File: config.mk
export PLATFORM = sky130hd
export DESIGN_NAME = sdio_top
export DESIGN_NICKNAME = d
export VERILOG_FILES = /design/src/sdio_sync.v /design/src/sdio_ready_timer.v /design/src/sdio_top.v
export VERILOG_INCLUDE_DIRS = /design/src
export SDC_FILE = /design/constraint.sdc
export NUM_CORES = 1
export LEC_CHECK = 0
export BUFFER_PORTS_ARGS = -buffer_cell sky130_fd_sc_hd__buf_2
export CORE_MARGIN = 2
export CORE_UTILIZATION = 58
export CTS_CLUSTER_DIAMETER = 100
export DETAILED_ROUTE_END_ITERATION = 16
export PLACE_DENSITY_LB_ADDON = 0.25
export SYNTH_ARGS = -nofsm -noshare
export SYNTH_HDL_FRONTEND = slang
export SYNTH_SLANG_ARGS = --single-unit
File: constraint.sdc
create_clock -name pclk -period 2.9 [get_ports pclk]
set_input_delay 0.29 -clock pclk [delete_from_list [all_inputs] [get_ports pclk]]
set_output_delay 0.29 -clock pclk [all_outputs]
set_load 0.005 [all_outputs]
File: src/sdio_consts.vh
`ifndef SDIO_CONSTS_VH
`define SDIO_CONSTS_VH
// Register byte offsets
`define SDIO_OFF_CTRL 12'h000
`define SDIO_OFF_WINDOW 12'h004
`define SDIO_OFF_LIMIT 12'h008
`define SDIO_OFF_DEV 12'h00C
`define SDIO_OFF_STATUS 12'h010
`define SDIO_OFF_IRQ_STAT 12'h014
`define SDIO_OFF_IRQ_MASK 12'h018
`define SDIO_OFF_ALARM 12'h01C
`define SDIO_OFF_IPOS 12'h020
// Control fields
`define SDIO_CTRL_DIRSRC 0
`define SDIO_CTRL_POSMODE 1
`define SDIO_CTRL_MAINPWR 2
`define SDIO_CTRL_RESET 32'h0000_0000
// Status fields
`define SDIO_ST_READY 0
`define SDIO_ST_ALARM 1
`define SDIO_ST_INPOS 2
`define SDIO_ST_LOCK 3
`define SDIO_ST_REVERSE 4
`define SDIO_ST_HOMING 5
`define SDIO_ST_HOMED 6
`define SDIO_ST_IPOS_RUN 7
// Interrupt events
`define SDIO_EV_DEVIATION 0
`define SDIO_EV_HOME_FOUND 1
`define SDIO_EV_IPOS_START 2
`define SDIO_EV_READY 3
`define SDIO_EV_W 4
// Alarm code for excess deviation
`define SDIO_ALARM_DEV_CODE 8'h08
`define SDIO_WINDOW_RESET 32'h0000_000A
`define SDIO_LIMIT_RESET 32'h0000_7530
// Timing
`define SDIO_CLK_HZ 10000000
`define SDIO_READY_MS 1500
`define SDIO_READY_CYCLES ((`SDIO_CLK_HZ / 1000) * `SDIO_READY_MS)
`endif

File: src/sdio_sync.v
`timescale 1ns/1ps
module sdio_sync #(
    parameter W = 6
) (
    // Clock and reset
    input wire pclk,
    input wire presetn,
    // Data
    input wire [W-1:0] d,
    output reg [W-1:0] q
);
    reg [W-1:0] meta_reg;
    always @(posedge pclk or negedge presetn) begin
        if (!presetn) begin
            meta_reg <= {W{1'b0}};
            q <= {W{1'b0}};
        end else begin
            meta_reg <= d;
            q <= meta_reg;
        end
    end
endmodule

File: src/sdio_ready_timer.v
`timescale 1ns/1ps
`include "sdio_consts.vh"
module sdio_ready_timer #(
    parameter [31:0] CYCLES = `SDIO_READY_CYCLES
) (
    // Clock and reset
    input wire pclk,
    input wire presetn,
    // Control
    input wire run,
    output reg done
);
    reg [31:0] cnt_reg;
    always @(posedge pclk or negedge presetn) begin
        if (!presetn) begin
            cnt_reg <= 32'h0000_0000;
            done <= 1'b0;
        end else if (!run) begin
            // Any drop restarts the full delay
            cnt_reg <= 32'h0000_0000;
            done <= 1'b0;
        end else if (cnt_reg >= CYCLES - 32'h0000_0001) begin
            done <= 1'b1;
        end else begin
            cnt_reg <= cnt_reg + 32'h0000_0001;
        end
    end
endmodule

File: src/sdio_top.v
// The implementer's own choices: register access over APB and the address map.
`timescale 1ns/1ps
`include "sdio_consts.vh"
// How it works
// - Direction source 0: invert input sets direction; select pair ignored.
// - Direction source 1: select pair sets direction; invert input ignored.
// - Pair mode: only A on gives CCW; both off or both on lock.
// - Pair mode: only B on gives CW.
// - Invert mode: off follows command, on reverses it.
// - Internal position start input begins run using its parameter.
// - Ready 1.5 s after main power with no alarm, else off.
// - Alarm output on while any alarm code is active.
// - Position mode: complete while abs deviation within window.
// - Deviation above limit raises alarm code 8.
module sdio_top #(
    parameter [31:0] READY_CYCLES = `SDIO_READY_CYCLES
) (
    // APB
    input wire pclk,
    input wire presetn,
    input wire psel,
    input wire penable,
    input wire pwrite,
    input wire [11:0] paddr,
    input wire [31:0] pwdata,
    output reg [31:0] prdata,
    output wire pready,
    output wire pslverr,
    // Controller inputs
    input wire direction_invert_in,
    input wire dir_select_a,
    input wire dir_select_b,
    input wire homing_start_in,
    input wire home_reference_in,
    input wire internal_position_start_in,
    // Motion core
    input wire cmd_dir_in,
    input wire signed [31:0] position_deviation_in,
    input wire [7:0] ext_alarm_code_in,
    output reg motor_dir_out,
    output reg motor_lock_out,
    output reg homing_active_out,
    output reg internal_position_run_out,
    output reg [31:0] internal_position_param_out,
    // Controller outputs
    output reg servo_ready_out,
    output reg alarm_out,
    output reg position_complete_out,
    output reg [7:0] alarm_code_out,
    output wire irq
);
    reg [31:0] ctrl_reg;
    reg [31:0] window_reg;
    reg [31:0] limit_reg;
    reg [31:0] ipos_reg;
    reg [`SDIO_EV_W-1:0] irq_stat_reg;
    reg [`SDIO_EV_W-1:0] irq_mask_reg;
    reg excess_deviation_alarm;
    reg homed_reg;
    reg home_prev_reg;
    reg ipos_prev_reg;
    reg ready_prev_reg;
    reg [`SDIO_EV_W-1:0] ev_next;
    reg [31:0] abs_dev;
    reg dir_next;
    reg lock_next;
    wire [5:0] pins_s;
    wire ready_done;
    wire alarm_any;
    wire wr_en;
    wire rd_en;
    wire dir_src;
    wire pos_mode;
    wire main_pwr;
    wire inv_s;
    wire sel_a_s;
    wire sel_b_s;
    wire hstart_s;
    wire href_s;
    wire ipos_s;
    wire [31:0] status_w;

    // Pins come from another domain
    sdio_sync #(.W(6)) u_sync (
        .pclk(pclk),
        .presetn(presetn),
        .d({internal_position_start_in, home_reference_in,
            homing_start_in, dir_select_b, dir_select_a,
            direction_invert_in}),
        .q(pins_s)
    );
    assign inv_s = pins_s[0];
    assign sel_a_s = pins_s[1];
    assign sel_b_s = pins_s[2];
    assign hstart_s = pins_s[3];
    assign href_s = pins_s[4];
    assign ipos_s = pins_s[5];

    assign dir_src = ctrl_reg[`SDIO_CTRL_DIRSRC];
    assign pos_mode = ctrl_reg[`SDIO_CTRL_POSMODE];
    assign main_pwr = ctrl_reg[`SDIO_CTRL_MAINPWR];

    // APB: zero wait states, unmapped reads zero with error
    assign pready = 1'b1;
    assign wr_en = psel & penable & pwrite;
    assign rd_en = psel & penable & ~pwrite;

    // Direction decode
    always @* begin
        dir_next = cmd_dir_in;
        lock_next = 1'b0;
        if (dir_src) begin
            if (sel_a_s && !sel_b_s) begin
                dir_next = 1'b0;
            end else if (sel_b_s && !sel_a_s) begin
                dir_next = 1'b1;
            end else begin
                lock_next = 1'b1;
            end
        end else begin
            dir_next = cmd_dir_in ^ inv_s;
        end
    end

    // Absolute deviation
    always @* begin
        if (position_deviation_in[31]) begin
            abs_dev = 32'h0000_0000 - position_deviation_in;
        end else begin
            abs_dev = position_deviation_in;
        end
    end

    assign alarm_any = excess_deviation_alarm | (ext_alarm_code_in != 8'h00);

    // Delay restarts whenever power drops or an alarm appears
    sdio_ready_timer #(.CYCLES(READY_CYCLES)) u_ready (
        .pclk(pclk),
        .presetn(presetn),
        .run(main_pwr & ~alarm_any),
        .done(ready_done)
    );

    // Events
    always @* begin
        ev_next = {`SDIO_EV_W{1'b0}};
        ev_next[`SDIO_EV_DEVIATION] = (abs_dev > limit_reg)
            & ~excess_deviation_alarm;
        ev_next[`SDIO_EV_HOME_FOUND] = homing_active_out & href_s
            & ~home_prev_reg;
        ev_next[`SDIO_EV_IPOS_START] = ipos_s & ~ipos_prev_reg;
        ev_next[`SDIO_EV_READY] = ready_done & ~ready_prev_reg;
    end

    // Core state
    always @(posedge pclk or negedge presetn) begin
        if (!presetn) begin
            motor_dir_out <= 1'b0;
            motor_lock_out <= 1'b0;
            homing_active_out <= 1'b0;
            homed_reg <= 1'b0;
            home_prev_reg <= 1'b0;
            ipos_prev_reg <= 1'b0;
            ready_prev_reg <= 1'b0;
            internal_position_run_out <= 1'b0;
            internal_position_param_out <= 32'h0000_0000;
            excess_deviation_alarm <= 1'b0;
            servo_ready_out <= 1'b0;
            alarm_out <= 1'b0;
            position_complete_out <= 1'b0;
            alarm_code_out <= 8'h00;
        end else begin
            motor_dir_out <= dir_next;
            motor_lock_out <= lock_next;
            home_prev_reg <= href_s;
            ipos_prev_reg <= ipos_s;
            ready_prev_reg <= ready_done;
            // Homing runs until the reference edge
            if (hstart_s && !homing_active_out) begin
                homing_active_out <= 1'b1;
                homed_reg <= 1'b0;
            end else if (ev_next[`SDIO_EV_HOME_FOUND]) begin
                homing_active_out <= 1'b0;
                homed_reg <= 1'b1;
            end
            // Parameter latched at start so a run is consistent
            if (ev_next[`SDIO_EV_IPOS_START]) begin
                internal_position_run_out <= 1'b1;
                internal_position_param_out <= ipos_reg;
            end else if (!ipos_s) begin
                internal_position_run_out <= 1'b0;
            end
            // Alarm held until cleared via alarm register write
            if (abs_dev > limit_reg) begin
                excess_deviation_alarm <= 1'b1;
            end else if (wr_en && paddr == `SDIO_OFF_ALARM
                         && pwdata[0]) begin
                excess_deviation_alarm <= 1'b0;
            end
            alarm_out <= alarm_any;
            if (excess_deviation_alarm) begin
                alarm_code_out <= `SDIO_ALARM_DEV_CODE;
            end else begin
                alarm_code_out <= ext_alarm_code_in;
            end
            servo_ready_out <= ready_done & ~alarm_any;
            position_complete_out <= pos_mode
                & (abs_dev <= window_reg);
        end
    end

    // Register writes
    always @(posedge pclk or negedge presetn) begin
        if (!presetn) begin
            ctrl_reg <= `SDIO_CTRL_RESET;
            window_reg <= `SDIO_WINDOW_RESET;
            limit_reg <= `SDIO_LIMIT_RESET;
            ipos_reg <= 32'h0000_0000;
            irq_mask_reg <= {`SDIO_EV_W{1'b0}};
            irq_stat_reg <= {`SDIO_EV_W{1'b0}};
        end else begin
            if (wr_en) begin
                if (paddr == `SDIO_OFF_CTRL) begin
                    ctrl_reg <= {29'h0, pwdata[2:0]};
                end else if (paddr == `SDIO_OFF_WINDOW) begin
                    window_reg <= pwdata;
                end else if (paddr == `SDIO_OFF_LIMIT) begin
                    limit_reg <= pwdata;
                end else if (paddr == `SDIO_OFF_IRQ_MASK) begin
                    irq_mask_reg <= pwdata[`SDIO_EV_W-1:0];
                end else if (paddr == `SDIO_OFF_IPOS) begin
                    ipos_reg <= pwdata;
                end
            end
            // Set wins over a same-cycle clear
            if (wr_en && paddr == `SDIO_OFF_IRQ_STAT) begin
                irq_stat_reg <= (irq_stat_reg & ~pwdata[`SDIO_EV_W-1:0])
                    | ev_next;
            end else begin
                irq_stat_reg <= irq_stat_reg | ev_next;
            end
        end
    end

    assign irq = |(irq_stat_reg & irq_mask_reg);

    assign status_w = {24'h0, ipos_s, homed_reg, homing_active_out,
        motor_dir_out, motor_lock_out, position_complete_out,
        alarm_out, servo_ready_out};

    // Read mux and error decode
    reg [31:0] rdata_next;
    reg mapped;
    always @* begin
        mapped = 1'b1;
        if (paddr == `SDIO_OFF_CTRL) begin
            rdata_next = ctrl_reg;
        end else if (paddr == `SDIO_OFF_WINDOW) begin
            rdata_next = window_reg;
        end else if (paddr == `SDIO_OFF_LIMIT) begin
            rdata_next = limit_reg;
        end else if (paddr == `SDIO_OFF_DEV) begin
            rdata_next = position_deviation_in;
        end else if (paddr == `SDIO_OFF_STATUS) begin
            rdata_next = status_w;
        end else if (paddr == `SDIO_OFF_IRQ_STAT) begin
            rdata_next = {28'h0, irq_stat_reg};
        end else if (paddr == `SDIO_OFF_IRQ_MASK) begin
            rdata_next = {28'h0, irq_mask_reg};
        end else if (paddr == `SDIO_OFF_ALARM) begin
            rdata_next = {23'h0, excess_deviation_alarm, alarm_code_out};
        end else if (paddr == `SDIO_OFF_IPOS) begin
            rdata_next = ipos_reg;
        end else begin
            rdata_next = 32'h0000_0000;
            mapped = 1'b0;
        end
    end

    // Read data taken in setup, so a flop drives it in the access phase
    always @(posedge pclk or negedge presetn) begin
        if (!presetn) begin
            prdata <= 32'h0000_0000;
        end else if (psel && !penable && !pwrite) begin
            prdata <= rdata_next;
        end
    end
    assign pslverr = psel & penable & ~mapped;
endmodule

==> flow_summary_export.csv <==
group,metric,value,unit
status,status,"complete, but fails checks",
status,violations,"setup timing",
timing,finalSetupViolations,3,
yosys,synthArstFlopShare,100.0,%
power_and_ir_drop,p_per_area,474.9,mW/mm²
yosys,synth_most_common_cell,"dfrtp_1",
timing,finalCritPeriodShare,110.2,%
timing,drv_slew,0,
timing,rsz0062_at_grt,"true",
floorplanning,num_rows,53,
routing,routedWlPerCell,19.85,µm
power_and_ir_drop,netSwitchingPower,1.732,mW
cells_and_area,final_nets,1558,
placed_design,dp_hpwl,24170,µm
timing,worst_slack,-0.2954,ns
clock_tree,cts_buffers,25,
routing,dr.pass1.iters,5,
critical_path,crit_top_cell,"or3_4",
critical_path,critical_path.cell_chain,"buf_6, or3_4, or3_4, or3_4, or4_4, o21ai_1, xnor2_1, ha_1, nand4_1, nor4_2, nand3_1, a22oi_2, nand2_1",
yosys,synth_flop_cell,"dfrtp_1",
timing,fin_skew,0.008239,ns
clock_tree,clkTransAtPathRegs,0.06,ns
placed_design,port-buffer-count,176,
yosys,syn_area_per_cell,10.75,µm²
placed_design,gp_congestion,0.9238,
power_and_ir_drop,swShare,24.23,%
timing,hold_violations,0,
cells_and_area,area_growth,22.22,%
floorplanning,initial_core_util,58.78,%
power_and_ir_drop,vdd_drop_max,582.3,µV
placed_design,post_dp_cell_area,0.01404,mm²
yosys,yosysSeqAreaShare,48.04,%
clock_tree,clock_latency,0.53,ns
cells_and_area,stdcell_count,1690,
hold_path,min_path_type,"in2reg",
routing,drt_iter0_markers,745,
routing,vias_per_cell,6.021,
timing,worst_pin_slew,1.038,ns
floorplanning,die_width,149.7,µm
floorplanning,ios,178,
clock_tree,clock_tree.root_cell,"clkbuf_16",
power_and_ir_drop,p_leak,7.097,nW
timing,holdWs,0.01501,ns
cells_and_area,fin_area,0.01505,mm²
critical_path,critPathKind,"in2reg",
grt,antenna_found_initial,3,
timing,maxSlewHeadroom,30.79,%
routing,routed_wirelength,33550,µm
flow_run,cap_viol_max_count,0,
timing,period_minus_slack,3.195,ns
critical_path,critPathMaxStageDelay,0.55,ns
grt,grt_use_total,30.91,%
yosys,yosys.area.top_type_share,46.12,%
yosys,synth.cell_area,0.01232,mm²
yosys,synth_area_leaders,"dfrtp_1 (46%), mux2_2 (12%), ha_1 (6.9%), nand2_1 (2.7%), o21ai_0 (2.6%)",
yosys,synth_warnings,0,
yosys,synthTopCellsByCount,"dfrtp_1 (227), mux2_2 (136), nand2_1 (87), inv_1 (77), ha_1 (68)",
clock_tree,clock_sinks,236,
floorplanning,dieArea,0.02242,mm²
routing,drc,0,
critical_path,cpMaxStageDelayCell,"or4_4",
critical_path,worstPathRequired,3.31,ns
critical_path,end_kind,"register",
power_and_ir_drop,p_seq_share,46.6,%
timing,max_freq,312.9,MHz
routing,dr_total_vias,10175,
floorplanning,die_h,149.7,µm
yosys,synth_cell_types,60,
routing,ant_nets,0,
cells_and_area,drive_above_1_share,33.55,%
clock_tree,cts_tree,"built",
critical_path,cp_data_arrival_time,3.60,ns
clock_tree,h-tree-depth,1,
placed_design,dp.cells,1629,
yosys,ys_ff_latch,236,
grt,grt_max_degree,99,
grt,first_global_vias,10671,
clock_tree,clock_path_buffers,3,
timing,fin_tns_setup,-0.8760,ns
grt,grt_pass1_wl,55060,µm
yosys,synth_nets,1310,
yosys,netlist_instances,1146,
power_and_ir_drop,internal_power,5.417,mW
power_and_ir_drop,clkPwrFrac,43.3,%
yosys,yosysTopAreaCell,"dfrtp_1",
yosys,synth_edf_count,0,
grt,gr-total-overflow,0,
cells_and_area,fin_util,71.84,%
critical_path,start_kind,"input pin",
critical_path,path_max_fanout,5,
floorplanning,core_area,0.02096,mm²
power_and_ir_drop,p_comb_share,10.1,%
[metrics by stage]
stage                     worst slack [ns]  power, mW
after floorplan                    -0.6500      3.710
after global placement             -0.9815      4.057
after detailed placement            -1.043      4.073
after CTS                          -0.3020      7.198
after global routing               -0.4844      7.433
final                              -0.2954      7.149
[layer usage]
metal	wire length [µm]	track usage (%)	part of all wire [%]	vias up
met2	16490	53.46	49	390
met4	996	9.245	3.0	2
met3	2294	5.244	6.8	84
li1	-	-	-	4693
met5	13	0	0.039	-
met1	13760	40.06	41	5006
[worst max-delay path: cells and delay by family]
family                     cells  cell delay (ns)
AOI/OAI and AO/OA              2             0.44
adders and majority gates      1             0.32
buffers and inverters          1             0.09
xor gates and xnor gates       1             0.12
and+or+nand+nor                8             2.34
[area by class of cell]
| class | count | area [µm²] |
|---|---|---|
| multi-input combinational | 781 | 5992 |
| sequential | 236 | 5917 |
| fill | 1599 | 5902 |
| timing repair buffer | 273 | 1712 |
| clock buffer | 36 | 706.9 |
| tap | 275 | 344.1 |
| inverter | 77 | 289.0 |
| clock inverter | 10 | 87.58 |
| antenna | 2 | 5.005 |
[kinds of logic after synthesis]
| family | Yosys count | share of synthesized area (%) |
|---|---|---|
| XOR/XNOR | 49 | 3.484 |
| AO/OA/AOI/OAI | 223 | 12.43 |
| AND/OR/NAND/NOR | 303 | 12.54 |
| flip-flops | 236 | 48.04 |
| multiplexers | 137 | 12.52 |
| buffers and inverters | 129 | 4.053 |
| adder cells (fa/ha/maj) | 68 | 6.908 |
| other | 1 | 0.03045 |
[cell usage in the layout (no fill, tap or decap), types with 34 or more instances in the layout]
master / n
o21ai_0: 60
buf_2: 173
dfrtp_1: 227
nor2_1: 49
buf_4: 81
nand3_1: 35
inv_1: 77
mux2_2: 136
nand2_1: 87
ha_1: 68
a21oi_1: 34
[final timing paths]
check                                               start                              end  slack, ns  depth (start not counted)
worst max-delay path            position_deviation_in[10]           excess_deviation_alarm      -0.30                         13
worst min-delay path                 ext_alarm_code_in[6]                alarm_code_out[6]       0.02                          2
worst max register to register         u_ready.cnt_reg[0]              u_ready.cnt_reg[15]       0.24                          7
worst min register to register         u_sync.meta_reg[3]                      u_sync.q[3]       0.35                          0
max in group asynchronous                         presetn                     limit_reg[8]       1.67                          3
min in group asynchronous                         presetn  internal_position_param_out[25]       0.41                          2
[power groups by stage]
| stage | registers [mW] | logic (mW) | clock network (mW) |
|---|---|---|---|
| global placement | 3.39 | 0.667 | 0 |
| CTS | 3.33 | 0.718 | 3.15 |
| finish | 3.33 | 0.722 | 3.10 |
| detailed placement | 3.39 | 0.682 | 0 |
| floorplan | 3.39 | 0.324 | 0 |
| global route | 3.33 | 0.809 | 3.29 |
[timing repair]
| item | CTS | global route |
|---|---|---|
| buffers inserted | 1 | 0 |
| pin swaps | 6 | 0 |
| setup endpoints to repair | 3 | 3 |
| hold buffers | 12 | 0 |
| hold endpoints to repair | 105 | 0 |
| resized for setup | 17 | 2 |
No activity file was read; power rests on OpenSTA's default activity.
